`src/core/fcs_pkg.sv`:
```
// Shared constants and types for the flash command and status controller.
package fcs_pkg;
    localparam int CLK_NS       = 5;
    localparam int FA_W         = 18;
    localparam int FD_W         = 8;
    // Bus cycle timing on the flash pins.
    localparam int T_SETUP_NS   = 10;
    localparam int T_WP_NS      = 45;
    localparam int T_ACC_NS     = 150;
    localparam int T_HOLD_NS    = 10;
    localparam int T_REC_NS     = 20;
    localparam int SYNC_CYC     = 3;
    localparam int T_SETUP_CYC  = (T_SETUP_NS + CLK_NS - 1) / CLK_NS;
    localparam int T_WP_CYC     = (T_WP_NS + CLK_NS - 1) / CLK_NS;
    localparam int T_ACC_CYC    = (T_ACC_NS + CLK_NS - 1) / CLK_NS + SYNC_CYC;
    localparam int T_HOLD_CYC   = (T_HOLD_NS + CLK_NS - 1) / CLK_NS;
    localparam int T_REC_CYC    = (T_REC_NS + CLK_NS - 1) / CLK_NS;
    // Longest pause allowed between two cycles of one command sequence.
    localparam int GAP_LIMIT_US = 50;
    localparam int GAP_LIMIT_CYC = GAP_LIMIT_US * 1000 / CLK_NS;
    // Unlock pattern and command codes.
    localparam logic [FA_W-1:0] UNLOCK_A1 = 18'h00555;
    localparam logic [FA_W-1:0] UNLOCK_A2 = 18'h002aa;
    localparam logic [FA_W-1:0] ADDR_ANY  = 18'h00000;
    localparam logic [FD_W-1:0] UNLOCK_D1        = 8'haa;
    localparam logic [FD_W-1:0] UNLOCK_D2        = 8'h55;
    localparam logic [FD_W-1:0] CMD_AUTOSEL      = 8'h90;
    localparam logic [FD_W-1:0] CMD_PROGRAM      = 8'ha0;
    localparam logic [FD_W-1:0] CMD_ERASE_SETUP  = 8'h80;
    localparam logic [FD_W-1:0] CMD_CHIP_ERASE   = 8'h10;
    localparam logic [FD_W-1:0] CMD_SECTOR_ERASE = 8'h30;
    localparam logic [FD_W-1:0] CMD_SUSPEND      = 8'hb0;
    localparam logic [FD_W-1:0] CMD_RESUME       = 8'h30;
    localparam logic [FD_W-1:0] CMD_RESET        = 8'hf0;
    localparam int POLL_BIT = 7;
    localparam int FAIL_BIT = 5;
    // Register offsets, status fields and reset values.
    localparam logic [11:0] REG_CTRL   = 12'h000;
    localparam logic [11:0] REG_ADDR   = 12'h004;
    localparam logic [11:0] REG_WDATA  = 12'h008;
    localparam logic [11:0] REG_STATUS = 12'h00c;
    localparam logic [11:0] REG_RDATA  = 12'h010;
    localparam int ST_BUSY    = 0;
    localparam int ST_DONE    = 1;
    localparam int ST_FAIL    = 2;
    localparam int ST_REFUSED = 3;
    localparam logic [FA_W-1:0] ADDR_RST  = 18'h00000;
    localparam logic [FD_W-1:0] WDATA_RST = 8'hff;

    typedef enum logic [3:0] {
        OP_READ = 4'h0, OP_RESET = 4'h1, OP_AUTOSEL = 4'h2, OP_PROGRAM = 4'h3,
        OP_CHIP_ERASE = 4'h4, OP_SECTOR_ERASE = 4'h5, OP_SECTOR_ADD = 4'h6,
        OP_SUSPEND = 4'h7, OP_RESUME = 4'h8, OP_POLL = 4'h9
    } fcs_op_t;

    typedef struct packed {
        logic            write;
        logic [FA_W-1:0] addr;
        logic [FD_W-1:0] data;
    } fcs_cyc_t;

    typedef struct packed {
        logic ce_n;
        logic oe_n;
        logic we_n;
    } fcs_strobe_t;

    localparam fcs_strobe_t STROBE_IDLE = '{ce_n: 1'b1, oe_n: 1'b1, we_n: 1'b1};
endpackage : fcs_pkg

```
`src/core/fcs_sync.sv`:
```
// Three-stage synchroniser that passes a word once two stages agree.
`timescale 1ns/1ps
module fcs_sync
    import fcs_pkg::*;
#(
    parameter int W = 8
) (
    input  wire logic         clk,
    input  wire logic         rst_n,
    input  wire logic [W-1:0] d,
    output logic      [W-1:0] q
);
    logic [W-1:0] s1;
    logic [W-1:0] s2;
    logic [W-1:0] s3;

    always_ff @(posedge clk or negedge rst_n) begin
        if (!rst_n) begin
            s1 <= '0;
            s2 <= '0;
            s3 <= '0;
            q  <= '0;
        end else begin
            s1 <= d;
            s2 <= s1;
            s3 <= s2;
            if (s2 == s3) begin
                q <= s3;
            end
        end
    end
endmodule : fcs_sync

```
`src/core/fcs_cycle.sv`:
```
// One read or write bus cycle on the flash pins.
`timescale 1ns/1ps
module fcs_cycle
    import fcs_pkg::*;
(
    input  wire logic            clk,
    input  wire logic            rst_n,
    input  wire logic            start,
    input  wire fcs_cyc_t        req,
    input  wire logic [FD_W-1:0] dq_in,
    output fcs_strobe_t          strobe,
    output logic      [FA_W-1:0] addr,
    output logic      [FD_W-1:0] dq_out,
    output logic                 dq_oe,
    output logic                 idle,
    output logic                 done,
    output logic      [FD_W-1:0] rdata
);
    typedef enum logic [2:0] {
        PH_IDLE = 3'b000, PH_SETUP = 3'b001, PH_STROBE = 3'b010,
        PH_HOLD = 3'b011, PH_REC = 3'b100
    } fcs_phase_t;

    fcs_phase_t phase;
    logic [7:0] cnt;
    logic       is_wr;
    wire        cnt_zero = (cnt == 8'h00);

    assign idle = (phase == PH_IDLE);

    ////////////////////////////////////////////////////////////////////////////
    // Address is set up before the strobe falls and data stays driven through
    // the hold, so the flash latches both cleanly.
    always_ff @(posedge clk or negedge rst_n) begin
        if (!rst_n) begin
            phase  <= PH_IDLE;
            cnt    <= 8'h00;
            is_wr  <= 1'b0;
            strobe <= STROBE_IDLE;
            addr   <= ADDR_ANY;
            dq_out <= 8'h00;
            dq_oe  <= 1'b0;
            done   <= 1'b0;
            rdata  <= 8'h00;
        end else begin
            done <= 1'b0;
            case (phase)
                PH_IDLE: if (start) begin
                    phase       <= PH_SETUP;
                    cnt         <= 8'(T_SETUP_CYC - 1);
                    is_wr       <= req.write;
                    addr        <= req.addr;
                    dq_out      <= req.data;
                    dq_oe       <= req.write;
                    strobe.ce_n <= 1'b0;
                end
                PH_SETUP: if (cnt_zero) begin
                    phase       <= PH_STROBE;
                    cnt         <= is_wr ? 8'(T_WP_CYC - 1) : 8'(T_ACC_CYC - 1);
                    strobe.we_n <= !is_wr;
                    strobe.oe_n <= is_wr;
                end else begin
                    cnt <= cnt - 8'h01;
                end
                PH_STROBE: if (cnt_zero) begin
                    phase       <= PH_HOLD;
                    cnt         <= 8'(T_HOLD_CYC - 1);
                    strobe.we_n <= 1'b1;
                    strobe.oe_n <= 1'b1;
                    if (!is_wr) begin
                        rdata <= dq_in;
                    end
                end else begin
                    cnt <= cnt - 8'h01;
                end
                PH_HOLD: if (cnt_zero) begin
                    phase       <= PH_REC;
                    cnt         <= 8'(T_REC_CYC - 1);
                    strobe.ce_n <= 1'b1;
                    dq_oe       <= 1'b0;
                    done        <= 1'b1;
                end else begin
                    cnt <= cnt - 8'h01;
                end
                PH_REC: if (cnt_zero) begin
                    phase <= PH_IDLE;
                end else begin
                    cnt <= cnt - 8'h01;
                end
                default: phase <= PH_IDLE;
            endcase
        end
    end
endmodule : fcs_cycle

```
`src/core/fcs_top.sv`:
```
// Host controller that drives a byte-wide flash through its command cycles.
// Function
// RL1: Command cycles are writes, hex values.
// RL2: Flash ignores upper address bits in unlocks.
// RL3: Array reads need no preceding command.
// RL4: Reset write F0 returns flash to array.
// RL5: Autoselect is three writes then one read.
// RL6: Protect status reads 00h or 01h.
// RL7: Upper address bits pick the sector.
// RL8: Program is four writes; address then data.
// RL9: Chip erase is six fixed writes.
// RL10: Sector erase ends with sector address, 30.
// RL11: Cycles of a sequence spaced below 50 us.
// RL12: Suspend allows reads, programs and autoselect.
// RL13: Resume accepted only while suspended.
// RL14: Polling bit valid after final write.
// RL15: Program polling bit inverted until done.
// RL16: Polling same when programming during suspend.
// RL17: Protected program address reports briefly, unchanged.
// RL18: Erase polling bit reads 0 until done.
// RL19: All-protected erase reports briefly then stops.
// RL20: Take array data only from next read.
// RL21: Recheck polling bit after failure bit.
// RL22: Toggle bit inverts each read while busy.
// RL23: Toggle bit valid from final write strobe.
// RL24: Toggle stops on suspend, resumes in program.
// RL25: Flash ignores commands while busy, except suspend.
// RL26: Broken sequences return flash to array.
`timescale 1ns/1ps
module fcs_top
    import fcs_pkg::*;
#(
    parameter int GAP_LIMIT = GAP_LIMIT_CYC
) (
    input  wire logic            clk,
    input  wire logic            rstn,
    input  wire logic            psel,
    input  wire logic            penable,
    input  wire logic            pwrite,
    input  wire logic [11:0]     paddr,
    input  wire logic [31:0]     pwdata,
    output logic      [31:0]     prdata,
    output logic                 pready,
    output logic                 pslverr,
    output logic      [FA_W-1:0] flash_addr,
    input  wire logic [FD_W-1:0] flash_dq_in,
    output logic      [FD_W-1:0] flash_dq_out,
    output logic                 flash_dq_oe,
    output fcs_strobe_t          flash_strobe
);
    typedef enum logic [3:0] {
        ST_IDLE = 4'b0000, ST_SEQ = 4'b0001, ST_SWAIT = 4'b0010, ST_POLL = 4'b0011,
        ST_PWAIT = 4'b0100, ST_VER = 4'b0101, ST_VWAIT = 4'b0110,
        ST_ABORT = 4'b0111, ST_AWAIT = 4'b1000
    } fcs_state_t;

    logic            rst_s1;
    logic            rst_n_s;
    fcs_state_t      st;
    fcs_state_t      next_st;
    fcs_op_t         op;
    logic [2:0]      step;
    logic [FA_W-1:0] addr_reg;
    logic [FD_W-1:0] wdata_reg;
    logic [FD_W-1:0] rdata_reg;
    logic            done_f;
    logic            fail_f;
    logic            refused_f;
    logic            rechecked;
    logic [15:0]     gap_cnt;
    logic [FD_W-1:0] dq_sync;
    logic [FD_W-1:0] eng_rdata;
    logic            eng_idle;
    logic            eng_done;
    fcs_cyc_t        cyc_req;

    ////////////////////////////////////////////////////////////////////////////
    // Reset release.
    always_ff @(posedge clk or negedge rstn) begin
        if (!rstn) begin
            rst_s1  <= 1'b0;
            rst_n_s <= 1'b0;
        end else begin
            rst_s1  <= 1'b1;
            rst_n_s <= rst_s1;
        end
    end

    ////////////////////////////////////////////////////////////////////////////
    // Command sequence tables.
    function automatic logic [2:0] seq_last(input fcs_op_t o);
        case (o)
            OP_AUTOSEL, OP_PROGRAM:        seq_last = 3'h3;
            OP_CHIP_ERASE, OP_SECTOR_ERASE: seq_last = 3'h5;
            default:                       seq_last = 3'h0;
        endcase
    endfunction : seq_last

    function automatic fcs_cyc_t seq_cyc(input fcs_op_t o, input logic [2:0] s,
                                         input logic [FA_W-1:0] a, input logic [FD_W-1:0] d);
        fcs_cyc_t c;
        c = '{write: 1'b1, addr: UNLOCK_A1, data: UNLOCK_D1};
        if (s == 3'h1 || s == 3'h4) begin
            c = '{write: 1'b1, addr: UNLOCK_A2, data: UNLOCK_D2};
        end
        case (o)
            OP_READ:       c = '{write: 1'b0, addr: a, data: 8'h00};
            OP_RESET:      c = '{write: 1'b1, addr: ADDR_ANY, data: CMD_RESET};
            OP_SUSPEND:    c = '{write: 1'b1, addr: ADDR_ANY, data: CMD_SUSPEND};
            OP_RESUME:     c = '{write: 1'b1, addr: ADDR_ANY, data: CMD_RESUME};
            OP_SECTOR_ADD: c = '{write: 1'b1, addr: a, data: CMD_SECTOR_ERASE};
            OP_AUTOSEL: begin
                if (s == 3'h2) c.data = CMD_AUTOSEL;
                if (s == 3'h3) c = '{write: 1'b0, addr: a, data: 8'h00};
            end
            OP_PROGRAM: begin
                if (s == 3'h2) c.data = CMD_PROGRAM;
                if (s == 3'h3) c = '{write: 1'b1, addr: a, data: d};
            end
            OP_CHIP_ERASE, OP_SECTOR_ERASE: begin
                if (s == 3'h2) c.data = CMD_ERASE_SETUP;
                if (s == 3'h5 && o == OP_CHIP_ERASE) c.data = CMD_CHIP_ERASE;
                if (s == 3'h5 && o == OP_SECTOR_ERASE) c = '{write: 1'b1, addr: a,
                                                             data: CMD_SECTOR_ERASE};
            end
            default: c = '{write: 1'b0, addr: a, data: 8'h00};
        endcase
        return c;
    endfunction : seq_cyc

    ////////////////////////////////////////////////////////////////////////////
    // Register decode and events.
    wire busy       = (st != ST_IDLE);
    wire sel_ctrl   = (paddr == REG_CTRL);
    wire sel_addr   = (paddr == REG_ADDR);
    wire sel_wdata  = (paddr == REG_WDATA);
    wire sel_status = (paddr == REG_STATUS);
    wire sel_rdata  = (paddr == REG_RDATA);
    wire mapped     = sel_ctrl | sel_addr | sel_wdata | sel_status | sel_rdata;
    wire setup_ph   = psel & ~penable;
    wire wr_acc     = psel & penable & pready & pwrite;
    wire op_ok      = (pwdata[3:0] <= OP_POLL);
    wire cmd_go     = wr_acc & sel_ctrl & ~busy & op_ok;
    wire wr_refused = wr_acc & ((busy & (sel_ctrl | sel_addr | sel_wdata))
                                | (sel_ctrl & ~op_ok));
    wire last_step  = (step == seq_last(op));
    wire poll_ops   = (op == OP_PROGRAM) | (op == OP_CHIP_ERASE);
    wire read_ops   = (op == OP_READ) | (op == OP_AUTOSEL);
    wire want_bit   = (op == OP_PROGRAM) ? wdata_reg[POLL_BIT] : 1'b1; // RL15 RL18
    wire poll_hit   = (eng_rdata[POLL_BIT] == want_bit);
    wire fail_seen  = eng_rdata[FAIL_BIT];
    wire seq_end    = (st == ST_SWAIT) & eng_done & last_step;
    wire give_up    = (st == ST_PWAIT) & eng_done & ~poll_hit & fail_seen & rechecked;
    wire finish     = (seq_end & ~poll_ops) | (eng_done & ((st == ST_VWAIT) | (st == ST_AWAIT)));
    wire issuing    = (st == ST_SEQ) | (st == ST_POLL) | (st == ST_VER) | (st == ST_ABORT);
    wire eng_start  = issuing & eng_idle;
    wire [31:0] rd_val = sel_ctrl   ? {28'h0000000, op} :
                         sel_addr   ? {14'h0000, addr_reg} :
                         sel_wdata  ? {24'h000000, wdata_reg} :
                         sel_status ? {28'h0000000, refused_f, fail_f, done_f, busy} :
                         sel_rdata  ? {24'h000000, rdata_reg} : 32'h00000000;

    // Polls and the final verify read always go to the stored address, so a
    // program polls its own location and a chip erase polls an erasing sector.
    assign cyc_req = (st == ST_SEQ)   ? seq_cyc(op, step, addr_reg, wdata_reg) :
                     (st == ST_ABORT) ?
                     fcs_cyc_t'{write: 1'b1, addr: ADDR_ANY, data: CMD_RESET} : // RL4
                     fcs_cyc_t'{write: 1'b0, addr: addr_reg, data: 8'h00}; // RL15 RL18

    ////////////////////////////////////////////////////////////////////////////
    // Sequencer.
    always_comb begin
        next_st = st;
        case (st)
            ST_IDLE:  if (cmd_go) next_st = (pwdata[3:0] == OP_POLL) ? ST_POLL : ST_SEQ;
            ST_SEQ:   if (eng_idle) next_st = ST_SWAIT;
            ST_SWAIT: if (eng_done) next_st = !last_step ? ST_SEQ :
                                              poll_ops ? ST_POLL : ST_IDLE; // RL8 RL9
            ST_POLL:  if (eng_idle) next_st = ST_PWAIT;
            ST_PWAIT: if (eng_done) next_st = poll_hit ? ST_VER :
                                              (fail_seen & rechecked) ? ST_ABORT : ST_POLL; // RL21
            ST_VER:   if (eng_idle) next_st = ST_VWAIT; // RL20
            ST_VWAIT: if (eng_done) next_st = ST_IDLE;
            ST_ABORT: if (eng_idle) next_st = ST_AWAIT;
            ST_AWAIT: if (eng_done) next_st = ST_IDLE;
            default:  next_st = ST_IDLE;
        endcase
    end

    always_ff @(posedge clk or negedge rst_n_s) begin
        if (!rst_n_s) begin
            st        <= ST_IDLE;
            op        <= OP_READ;
            step      <= 3'h0;
            rechecked <= 1'b0;
        end else begin
            st <= next_st;
            if (cmd_go) begin
                op        <= fcs_op_t'(pwdata[3:0]);
                step      <= 3'h0;
                rechecked <= 1'b0;
            end else if ((st == ST_SWAIT) && eng_done && !last_step) begin
                step <= step + 3'h1;
            end else if ((st == ST_PWAIT) && eng_done && !poll_hit && fail_seen) begin
                rechecked <= 1'b1; // RL21
            end
        end
    end

    // Hardware sets these while busy, or sets refused_f from idle on a bad op code,
    // and software only clears them by starting a valid command from idle, so a set and a clear never meet.
    always_ff @(posedge clk or negedge rst_n_s) begin
        if (!rst_n_s) begin
            done_f    <= 1'b0;
            fail_f    <= 1'b0;
            refused_f <= 1'b0;
            rdata_reg <= 8'h00;
        end else begin
            done_f    <= finish | (done_f & ~cmd_go);
            fail_f    <= give_up | (fail_f & ~cmd_go);
            refused_f <= wr_refused | (refused_f & ~cmd_go);
            if ((seq_end && read_ops) || ((st == ST_VWAIT) && eng_done)) begin
                rdata_reg <= eng_rdata; // RL20
            end
        end
    end

    always_ff @(posedge clk or negedge rst_n_s) begin
        if (!rst_n_s) begin
            addr_reg  <= ADDR_RST;
            wdata_reg <= WDATA_RST;
            gap_cnt   <= 16'h0000;
        end else begin
            if (wr_acc && sel_addr && !busy) addr_reg <= pwdata[FA_W-1:0];
            if (wr_acc && sel_wdata && !busy) wdata_reg <= pwdata[FD_W-1:0];
            gap_cnt <= (st == ST_SEQ) ? gap_cnt + 16'h0001 : 16'h0000; // RL11
        end
    end

    ////////////////////////////////////////////////////////////////////////////
    // APB slave: answers in the first access cycle.
    always_ff @(posedge clk or negedge rst_n_s) begin
        if (!rst_n_s) begin
            pready  <= 1'b0;
            prdata  <= 32'h00000000;
            pslverr <= 1'b0;
        end else begin
            pready  <= setup_ph;
            prdata  <= setup_ph ? rd_val : prdata;
            pslverr <= setup_ph & ~mapped;
        end
    end

    ////////////////////////////////////////////////////////////////////////////
    // Pin cycle engine and data input synchroniser.
    fcs_sync #(.W(FD_W)) u_dq_sync (
        .clk   (clk),
        .rst_n (rst_n_s),
        .d     (flash_dq_in),
        .q     (dq_sync)
    );

    fcs_cycle u_cycle (
        .clk    (clk),
        .rst_n  (rst_n_s),
        .start  (eng_start),
        .req    (cyc_req),
        .dq_in  (dq_sync),
        .strobe (flash_strobe),
        .addr   (flash_addr),
        .dq_out (flash_dq_out),
        .dq_oe  (flash_dq_oe),
        .idle   (eng_idle),
        .done   (eng_done),
        .rdata  (eng_rdata)
    );
endmodule : fcs_top

```
`config.mk`:
```
export PLATFORM = sky130hd
export DESIGN_NAME = fcs_top
export DESIGN_NICKNAME = d
export VERILOG_FILES = /design/src/core/fcs_pkg.sv /design/src/core/fcs_sync.sv /design/src/core/fcs_cycle.sv /design/src/core/fcs_top.sv
export SDC_FILE = /design/constraint.sdc
export NUM_CORES = 1
export LEC_CHECK = 0
export BUFFER_PORTS_ARGS = -buffer_cell sky130_fd_sc_hd__buf_4
export CORE_ASPECT_RATIO = 0.7
export CORE_MARGIN = 5
export CORE_UTILIZATION = 61
export CTS_CLUSTER_SIZE = 24
export DETAILED_ROUTE_END_ITERATION = 7
export PLACE_DENSITY = 0.86
export SLEW_MARGIN = 20
export SYNTH_ARGS = -nofsm -noshare
export SYNTH_HDL_FRONTEND = slang
export SYNTH_HIERARCHICAL = 1
export SYNTH_SLANG_ARGS = --single-unit
```
`constraint.sdc`:
```
create_clock -name clk -period 12 [get_ports clk]
set_input_delay 2.4 -clock clk [delete_from_list [all_inputs] [get_ports clk]]
set_output_delay 2.4 -clock clk [all_outputs]
set_load 0.02 [all_outputs]
```
==> results of run 1 <==
[power by group through the flow]
stage | sequential, mW | clock [mW] | combinational (mW)
finish | 0.643 | 0.537 | 0.305
global placement | 0.642 | 0 | 0.286
floorplan | 0.621 | 0 | 0.238
CTS | 0.640 | 0.543 | 0.300
detailed placement | 0.647 | 0 | 0.295
global route | 0.650 | 0.567 | 0.332
[cells by family (layout without fill, tap and decap cells)]
family          after synthesis  count (layout)  synth area share, %
buf+inv                      66             141                 4.43
other cells                   2              15               0.0977
xor+xnor                     11              11                 1.25
flops                       154             154                 50.3
simple gates                290             290                 19.7
mux                          58              58                 8.43
compound gates              169             169                 14.7
fa+ha+maj                     7               7                 1.14
[critical path, delay by kind of cell]
| kind | cells | cell delay, ns |
|---|---|---|
| buffers and inverters | 1 | 0.15 |
| multiplexers | 1 | 0.43 |
| AND/OR/NAND/NOR | 3 | 1.68 |
[final timing paths]
| path | startpoint | endpoint | slack [ns] | cells after the start |
|---|---|---|---|---|
| max reg2reg | u_cycle/phase[1]$_DFFE_PN0P_ | u_cycle/cnt[5]$_DFFE_PN0P_ | 8.25 | 8 |
| min in group clk | u_dq_sync/s1[4]$_DFF_PN0_ | u_dq_sync/s2[4]$_DFF_PN0_ | 0.35 | 0 |
| min reg2reg | rst_n_s$_DFF_PN0_ | u_cycle/rdata[3]$_DFFE_PN0P_ | 0.33 | 0 |
| max in group asynchronous | rst_n_s$_DFF_PN0_ | u_cycle/dq_out[2]$_DFFE_PN0P_ | 9.90 | 2 |
| min | rst_n_s$_DFF_PN0_ | u_cycle/rdata[3]$_DFFE_PN0P_ | 0.33 | 0 |
| max | paddr[2] | addr_reg[1]$_DFFE_PN0P_ | 7.63 | 5 |
[per-layer routing]
metal	vias to the layer above	part of all wire, %
met2	319	46
li1	2813	-
met5	-	0
met3	38	10
met4	0	1.6
met1	3009	43
[cell usage in the layout, fill, tap and decap left out, types with 5 or more instances in the layout]
| cell | instances |
|---|---|
| a21o_1 | 7 |
| o2bb2ai_1 | 6 |
| a22oi_1 | 5 |
| clkbuf_16 | 17 |
| mux2_1 | 10 |
| nor3b_1 | 5 |
| and3_1 | 5 |
| xor2_1 | 8 |
| ha_1 | 7 |
| nor2b_1 | 11 |
| a22o_1 | 11 |
| a21oi_1 | 38 |
| a211oi_1 | 7 |
| dfrtp_1 | 142 |
| and2_1 | 14 |
| nand3_1 | 15 |
| nor2_1 | 42 |
| o21ai_0 | 43 |
| o31ai_1 | 6 |
| dfstp_2 | 11 |
| conb_1 | 15 |
| nor4b_1 | 7 |
| nand2_1 | 129 |
| a31oi_1 | 6 |
| buf_4 | 96 |
| nor3_1 | 8 |
| nand2b_1 | 10 |
| inv_1 | 14 |
| or3b_2 | 6 |
| inv_6 | 5 |
| mux2_2 | 44 |
| nor4_1 | 5 |
| o211ai_1 | 5 |
[stage by stage]
step           hold WS [ns]  power (mW)  setup WS [ns]  utilization, %  instances
2_1_floorplan         0.331       0.859           7.41               -        770
3_3_place_gp          0.333       0.928           7.31            67.7        976
3_5_place_dp          0.335       0.943           7.27            67.7        976
4_1_cts               0.353        1.48           7.67            72.4       1007
5_1_grt               0.360        1.55           7.53            72.4       1007
6_report              0.330        1.48           7.63            72.4       1007
[cell type report]
| class | instances | area [µm²] | area share (%) |
|---|---|---|---|
| clock inverter | 14 | 163 | 1.81 |
| timing repair buffer | 96 | 721 | 8.04 |
| inverter | 14 | 52.6 | 0.586 |
| sequential | 154 | 3870 | 43.2 |
| tap | 162 | 203 | 2.26 |
| clock buffer | 17 | 425 | 4.74 |
| multi-input combinational | 550 | 3530 | 39.4 |
==> impl_metrics.json, run 1 <==
{
  "nets": 897,
  "routabilityCongestion": 0.938,
  "synth_most_common_cell": "dfrtp_1",
  "worst_slew_margin_rel_pct": 24.3,
  "p_sw_mw": 0.480,
  "cts_root_buf": "clkbuf_16",
  "synth_cell_type_count": 80,
  "cts_sinks": 154,
  "vdd_ir_drop_max_mv": 0.112,
  "grt_usage_pct": 26.5,
  "powerDensity_nw_per_um2": 166,
  "first_global_vias": 6058,
  "diodes": 0,
  "coreArea_um2": 12400,
  "final_area_um2": 8970,
  "post_cts_buffers": 0,
  "synth_area_leader_cell": "dfrtp_1",
  "yosys_warnings": 6,
  "async_reset_ff_share_pct": 100,
  "switching_share_pct": 32.4,
  "slowest_delay_ns": 0.78,
  "min_period_ns": 4.37,
  "cts_hold_buf": 0,
  "cpMaxStageDelayCell": "nor3_4",
  "rows": 34,
  "cp.required_ns": 12.30,
  "fp.dieH_um": 104,
  "htreeDepth": 4,
  "grt_start_max_net_pins": 60,
  "cts_tree": "built",
  "drv_slew": 0,
  "wirelength_um": 19700,
  "grt.met3_usage_pct": 6.76,
  "comb_power_share_pct": 20.5,
  "holdCritPathClass": "reg2async",
  "dpl.hpwl_um": 13900,
  "first_pass_iters": 5,
  "place_area_um2": 8380,
  "use_met1_pct": 38.7,
  "cp-end-kind": "flop",
  "clockBufferDepth": 2,
  "antenna_found_initial": 0,
  "numCtsBuffers": 17,
  "busiest_layer": "met2",
  "finalSetupTns_ns": 0,
  "seq_power_share_pct": 43.3,
  "clkPwrFrac_pct": 36.2,
  "port_buffers": 92,
  "yosys-top-cells-area": "dfrtp_1, mux2_2, nand2_1",
  "status": "completed",
  "synth_top_area_share_pct": 46.5,
  "dr.first_iter.drc_count": 785,
  "drc": 0,
  "intPower_mw": 1.00,
  "grt_overflow": 0,
  "post_drt_wl_per_cell_um": 19.5,
  "syn_to_final_growth_pct": 16.6,
  "period_share_pct": 36.4,
  "ant_nets": 0,
  "clk_latency_ns": 0.42,
  "p_leak_nw": 4.21,
  "netlist_top_cells_count": "dfrtp_1, nand2_1, mux2_2, o21ai_0, nor2_1",
  "grt_pass1_wl_um": 31700,
  "fmax_ghz": 0.229,
  "die_area_um2": 15000,
  "drive_above_1_share_pct": 24.6,
  "synth_flop_cell": "dfrtp_1",
  "tightest_slew_ns": 1.14,
  "synth-seq-cells": 154,
  "critPathKind": "in2reg",
  "syn_area_um2": 7690,
  "syn-mean-instance-area_um2": 10.2,
  "via_count": 6179,
  "ys_seq_area_share_pct": 50.3,
  "fin_skew_ns": 0.00604,
  "ctsResizeCount": 0,
  "synth_cells": 757,
  "setup-violations-final": 0,
  "crit_fanout": 18,
  "use_met2_pct": 39.8,
  "rsz0062_at_grt": "false",
  "cp-start-kind": "primary input",
  "cp_cell_sequence": "buf_4, nor2b_1, nand3_4, nor3_4, mux2_2",
  "synth-edff-count": 0,
  "maxCapViolations": 0,
  "io_pins": 121,
  "viasPerCell": 6.14,
  "die-width_um": 144,
  "start_util_pct": 62.1,
  "clk_pin_slew_ns": 0.06,
  "hold_violations": 0,
  "crit_arrival_ns": 4.67,
  "num-fill-cells": 854
}
Power figures use the tool's default switching activity.
==> inputs of run 2 (changes only) <==
Settings changed: CORE_UTILIZATION 61 to 57, PLACE_DENSITY 0.86 to 0.81.
Clock period 12 ns to 4.5 ns, I/O delays scaled along.
==> run 2 against run 1 <==
Against the previous run:
- first-iteration DRC count decreased by 37%
- via count decreased by 0.99%
- combinational power increased to 2.7 times the previous value
- worst hold slack got worse by 0.090 ns
- cell count increased by 2.5%
- sequential power increased to 2.6 times the previous value
- die area increased by 6.4%
- critical endpoint is now u_cycle/cnt[5]$_DFFE_PN0P_
- largest cell class unchanged
==> impl_metrics.json, run 2 (synthesis results as in run 1) <==
{
  "first_pass_iters": 5,
  "r2r_start": "u_cycle/phase[0]$_DFFE_PN0P_",
  "p_leak_nw": 4.23,
  "drv_slew": 0,
  "drive_above_1_share_pct": 24.8,
  "final_util_pct": 68.3,
  "coreArea_um2": 13200,
  "cts_hold_buf": 0,
  "die_area_um2": 16000,
  "post_cts_buffers": 0,
  "diodes": 0,
  "wirelength_um": 19300,
  "start_util_pct": 58.3,
  "crit_start": "u_cycle/phase[0]$_DFFE_PN0P_",
  "fmax_ghz": 0.301,
  "worst_slew_margin_rel_pct": 30.6,
  "cp-end-kind": "flop",
  "port_buffers": 92,
  "first_global_vias": 6109,
  "ctsResizeCount": 0,
  "min_period_ns": 3.32,
  "critPathKind": "reg2reg",
  "rows": 35,
  "grt_overflow": 0,
  "io_pins": 121,
  "antenna_found_initial": 0,
  "syn_to_final_growth_pct": 17.1,
  "die-width_um": 149,
  "setup-violations-final": 0,
  "cp-start-kind": "flop",
  "routabilityCongestion": 0.931,
  "slowest_delay_ns": 0.61,
  "fin_skew_ns": 0.0108,
  "cp.required_ns": 4.80,
  "grt_pass1_wl_um": 31200,
  "fp.dieH_um": 107,
  "cts_root_buf": "clkbuf_16",
  "drc": 0,
  "cts_tree": "built",
  "cp_cell_sequence": "or2_1, nor2_1, nand2_1, nor2_1, or4b_1, buf_4, o211ai_1, o41ai_1, a221o_1",
  "maxCapViolations": 0,
  "period_share_pct": 73.9,
  "dr.first_iter.drc_count": 497,
  "tightest_slew_ns": 1.04,
  "power_mw": 3.93,
  "clk_pin_slew_ns": 0.07,
  "cts_sinks": 154,
  "clockBufferDepth": 2,
  "nets": 898,
  "htreeDepth": 4,
  "status": "completed",
  "ant_nets": 0,
  "rsz0062_at_grt": "false",
  "hold_violations": 0,
  "holdCritPathClass": "in2async",
  "via_count": 6118,
  "crit_fanout": 30,
  "finalSetupTns_ns": 0,
  "grt_usage_pct": 24.8,
  "final_cell_mix": "dfrtp_1, nand2_1, buf_4",
  "viasPerCell": 5.93,
  "clk_latency_ns": 0.43,
  "post_drt_wl_per_cell_um": 18.7,
  "critPathBufInv": 1,
  "grt_start_max_net_pins": 83,
  "final_common_cell": "dfrtp_1",
  "numCtsBuffers": 17,
  "crit_path_frequent_cell": "nor2_1",
  "dpl.hpwl_um": 13900,
  "vdd_ir_drop_max_mv": 0.300,
  "powerDensity_nw_per_um2": 436,
  "cp_top_family": "simple AND/OR/NAND/NOR gates",
  "crit_arrival_ns": 3.63,
  "cpMaxStageDelayCell": "dfrtp_1"
}
## run 2: cell types whose count changed in the layout (fill, tap and decap cells not counted), sizes merged
cell      delta
buf          +1
clkinvlp     -3
clkinv       +2
inv          +3
bufinv       -1
## run 2: power by group
group	switching, mW	internal (mW)
clock network	0.616	0.784
logic	0.481	0.357
registers	0.188	1.50
total	1.29	2.64
## run 2: metrics by stage
stage | cells | area (µm²) | hold slack [ns] | setup slack [ns]
floorplan | 770 | 7740 | 0.331 | 1.96
global placement | 1000 | 8430 | 0.334 | 1.30
detailed placement | 1000 | 8430 | 0.336 | 1.19
CTS | 1032 | 9010 | 0.226 | 1.23
global route | 1032 | 9010 | 0.226 | 1.01
finish | 1032 | 9010 | 0.241 | 1.18
## run 2: worst register-to-register path, stage by stage (launching register included)
cell and delay [ns]:
dfrtp_1 0.61, or2_1 0.45, nor2_1 0.18, nand2_1 0.15, nor2_1 0.45, or4b_1 0.52
buf_4 0.26, o211ai_1 0.14, o41ai_1 0.10, a221o_1 0.34
## run 2: worst paths after layout
| kind | slack [ns] | depth (start not counted) | endpoint |
|---|---|---|---|
| max | 1.18 | 9 | u_cycle/cnt[5]$_DFFE_PN0P_ |
| min | 0.24 | 1 | rst_s1$_DFF_PN0_ |
| max reg2reg | 1.18 | 9 | u_cycle/cnt[5]$_DFFE_PN0P_ |
| min reg2reg | 0.35 | 0 | u_dq_sync/s2[5]$_DFF_PN0_ |
| max in group asynchronous | 3.06 | 1 | wdata_reg[4]$_DFFE_PN1P_ |
| min in group clk | 0.35 | 0 | u_dq_sync/s2[5]$_DFF_PN0_ |
## run 2: layer usage
layer / vias to the layer above / wire length, µm / global-route usage, %
met5: - / 0 / 0
met4: 0 / 261 / 7.58
met3: 31 / 1520 / 5.66
met2: 257 / 9150 / 39.1
met1: 3009 / 8370 / 34.5
li1: 2821 / - / -
## run 2: area by class of cell
type                       count  area (µm²)
clock inverter                15         154
tap                          185         231
fill                        1014        4180
timing repair buffer          97         741
sequential                   154        3870
inverter                      14        52.6
multi-input combinational    550        3530
clock buffer                  17         425
==> inputs of run 3 (changes only) <==
Clock period 4.5 ns to 3.3 ns, I/O delays scaled along.
==> run 3 against run 2 <==
Against the previous run:
- die area is the same
- global-route usage up 0.77 points
- maximum frequency is 22% higher
- critical path type unchanged
- largest cell class unchanged
- clock skew up 0.00092 ns
- largest power group unchanged
- combinational power rose by 52%
==> impl_metrics.json, run 3 (synthesis results as in run 1) <==
{
  "dpl.hpwl_um": 14200,
  "diodes": 0,
  "maxCapViolations": 0,
  "intPower_mw": 3.63,
  "routabilityCongestion": 0.926,
  "grt_start_max_net_pins": 67,
  "regArea_um2": 3870,
  "final_cell_mix": "dfrtp_1, nand2_1, buf_4",
  "rows": 35,
  "drv_slew": 0,
  "place_area_um2": 8550,
  "port_buffers": 92,
  "holdCritPathClass": "in2reg",
  "fp.dieH_um": 107,
  "cp.required_ns": 3.60,
  "htreeDepth": 4,
  "rsz0062_at_grt": "false",
  "start_util_pct": 58.3,
  "met1_length_um": 8530,
  "grt_usage_pct": 25.5,
  "dr.first_iter.drc_count": 671,
  "status": "completed",
  "period_share_pct": 82.3,
  "highest_layer": "met4",
  "clk_latency_ns": 0.42,
  "cp-start-kind": "flop",
  "drc": 0,
  "worst_slew_margin_rel_pct": 52.8,
  "ant_nets": 0,
  "drive_above_1_share_pct": 26.2,
  "p_sw_mw": 1.76,
  "fin_skew_ns": 0.0117,
  "dr_wl_met2_um": 8950,
  "comb_power_share_pct": 23.6,
  "powerDensity_nw_per_um2": 590,
  "fmax_ghz": 0.368,
  "die_area_um2": 16000,
  "clk_pin_slew_ns": 0.06,
  "nets": 916,
  "tightest_slew_ns": 0.707,
  "post_drt_wl_per_cell_um": 18.7,
  "clockBufferDepth": 2,
  "final_util_pct": 69.2,
  "seq_power_share_pct": 41.7,
  "min_period_ns": 2.71,
  "cp-end-kind": "flop",
  "ctsResizeCount": 0,
  "vdd_ir_drop_max_mv": 0.429,
  "setup-violations-final": 0,
  "first_pass_iters": 6,
  "coreArea_um2": 13200,
  "route.met3.wl_um": 1800,
  "p_leak_nw": 4.30,
  "crit_fanout": 6,
  "final_area_um2": 9130,
  "clkPwrFrac_pct": 34.7,
  "cts_root_buf": "clkbuf_16",
  "hold_violations": 0,
  "first_global_vias": 6041,
  "cts_tree": "built",
  "finalSetupTns_ns": 0,
  "numCtsBuffers": 17,
  "grt_pass1_wl_um": 32000,
  "multi_input_area_um2": 3530,
  "final_common_cell": "dfrtp_1",
  "power_mw": 5.39,
  "post_cts_buffers": 0,
  "grt_overflow": 0,
  "num-fill-cells": 962,
  "die-width_um": 149,
  "wirelength_um": 19600,
  "switching_share_pct": 32.6,
  "syn_to_final_growth_pct": 18.7,
  "via_count": 6174,
  "viasPerCell": 5.89,
  "cts_sinks": 154,
  "io_pins": 121,
  "antenna_found_initial": 0,
  "crit_arrival_ns": 3.02,
  "critPathKind": "reg2reg"
}
run 3: changes by cell type in the layout (fill, tap and decap cells not counted):
cell | before | now
clkinvlp_4 | 1 | 4
dlygate4sd3_1 | 0 | 1
buf_4 | 96 | 113
clkinv_2 | 2 | 1
inv_8 | 4 | 1
run 3: path summary, 6_finish.rpt:
check                                        startpoint                           to  slack, ns  cells past startpoint
setup / recovery           u_cycle/phase[1]$_DFFE_PN0P_   u_cycle/cnt[5]$_DFFE_PN0P_       0.59                      8
min in group asynchronous             rst_n_s$_DFF_PN0_             pready$_DFF_PN0_       0.38                      0
max in group asynchronous             rst_n_s$_DFF_PN0_  u_cycle/addr[0]$_DFFE_PN0P_       1.98                      1
hold reg to reg               u_dq_sync/s1[3]$_DFF_PN0_    u_dq_sync/s2[3]$_DFF_PN0_       0.35                      0
setup reg to reg           u_cycle/phase[1]$_DFFE_PN0P_   u_cycle/cnt[5]$_DFFE_PN0P_       0.59                      8
hold / removal                           flash_dq_in[3]    u_dq_sync/s1[3]$_DFF_PN0_       0.34                      1
run 3: power by group through the flow:
| stage | Sequential (mW) | Combinational [mW] | Clock (mW) |
|---|---|---|---|
| global placement | 2.26 | 1.20 | 0 |
| floorplan | 2.26 | 0.865 | 0 |
| global route | 2.28 | 1.39 | 2.00 |
| CTS | 2.24 | 1.25 | 1.90 |
| detailed placement | 2.28 | 1.24 | 0 |
| finish | 2.25 | 1.27 | 1.87 |
run 3: timing repair:
item,CTS,global route
hold buffers,1,0
endpoints found under the setup margin,0,0
endpoints found under the hold margin,2,0
run 3: through the flow:
stage	instances	hold WS, ns	setup WS, ns
after floorplan	770	0.331	0.758
after global placement	1017	0.337	0.651
after detailed placement	1017	0.336	0.561
after CTS	1049	0.327	0.573
after global routing	1049	0.325	0.404
final	1049	0.342	0.585
run 3: final cells by class:
cell class | instances | share of cell area, %
multi-input combinational | 550 | 38.7
sequential | 154 | 42.4
clock buffer | 17 | 4.66
tap | 185 | 2.54
inverter | 14 | 0.576
timing repair buffer | 115 | 9.62
clock inverter | 14 | 1.51
run 3: worst max-delay path: stages (launching register included):
cell	delay [ns]
dfrtp_1	0.38
or2_1	0.36
nor2_1	0.27
nand2_1	0.18
nor2_1	0.25
or4b_1	0.59
o211ai_1	0.14
o41ai_1	0.09
a221o_1	0.34
run 3: layer usage:
layer  global-route usage, %  up-vias
met5                       0        -
met4                    8.49        0
met3                    6.76       26
met2                    38.1      290
met1                    36.5     3010
li1                        -     2848
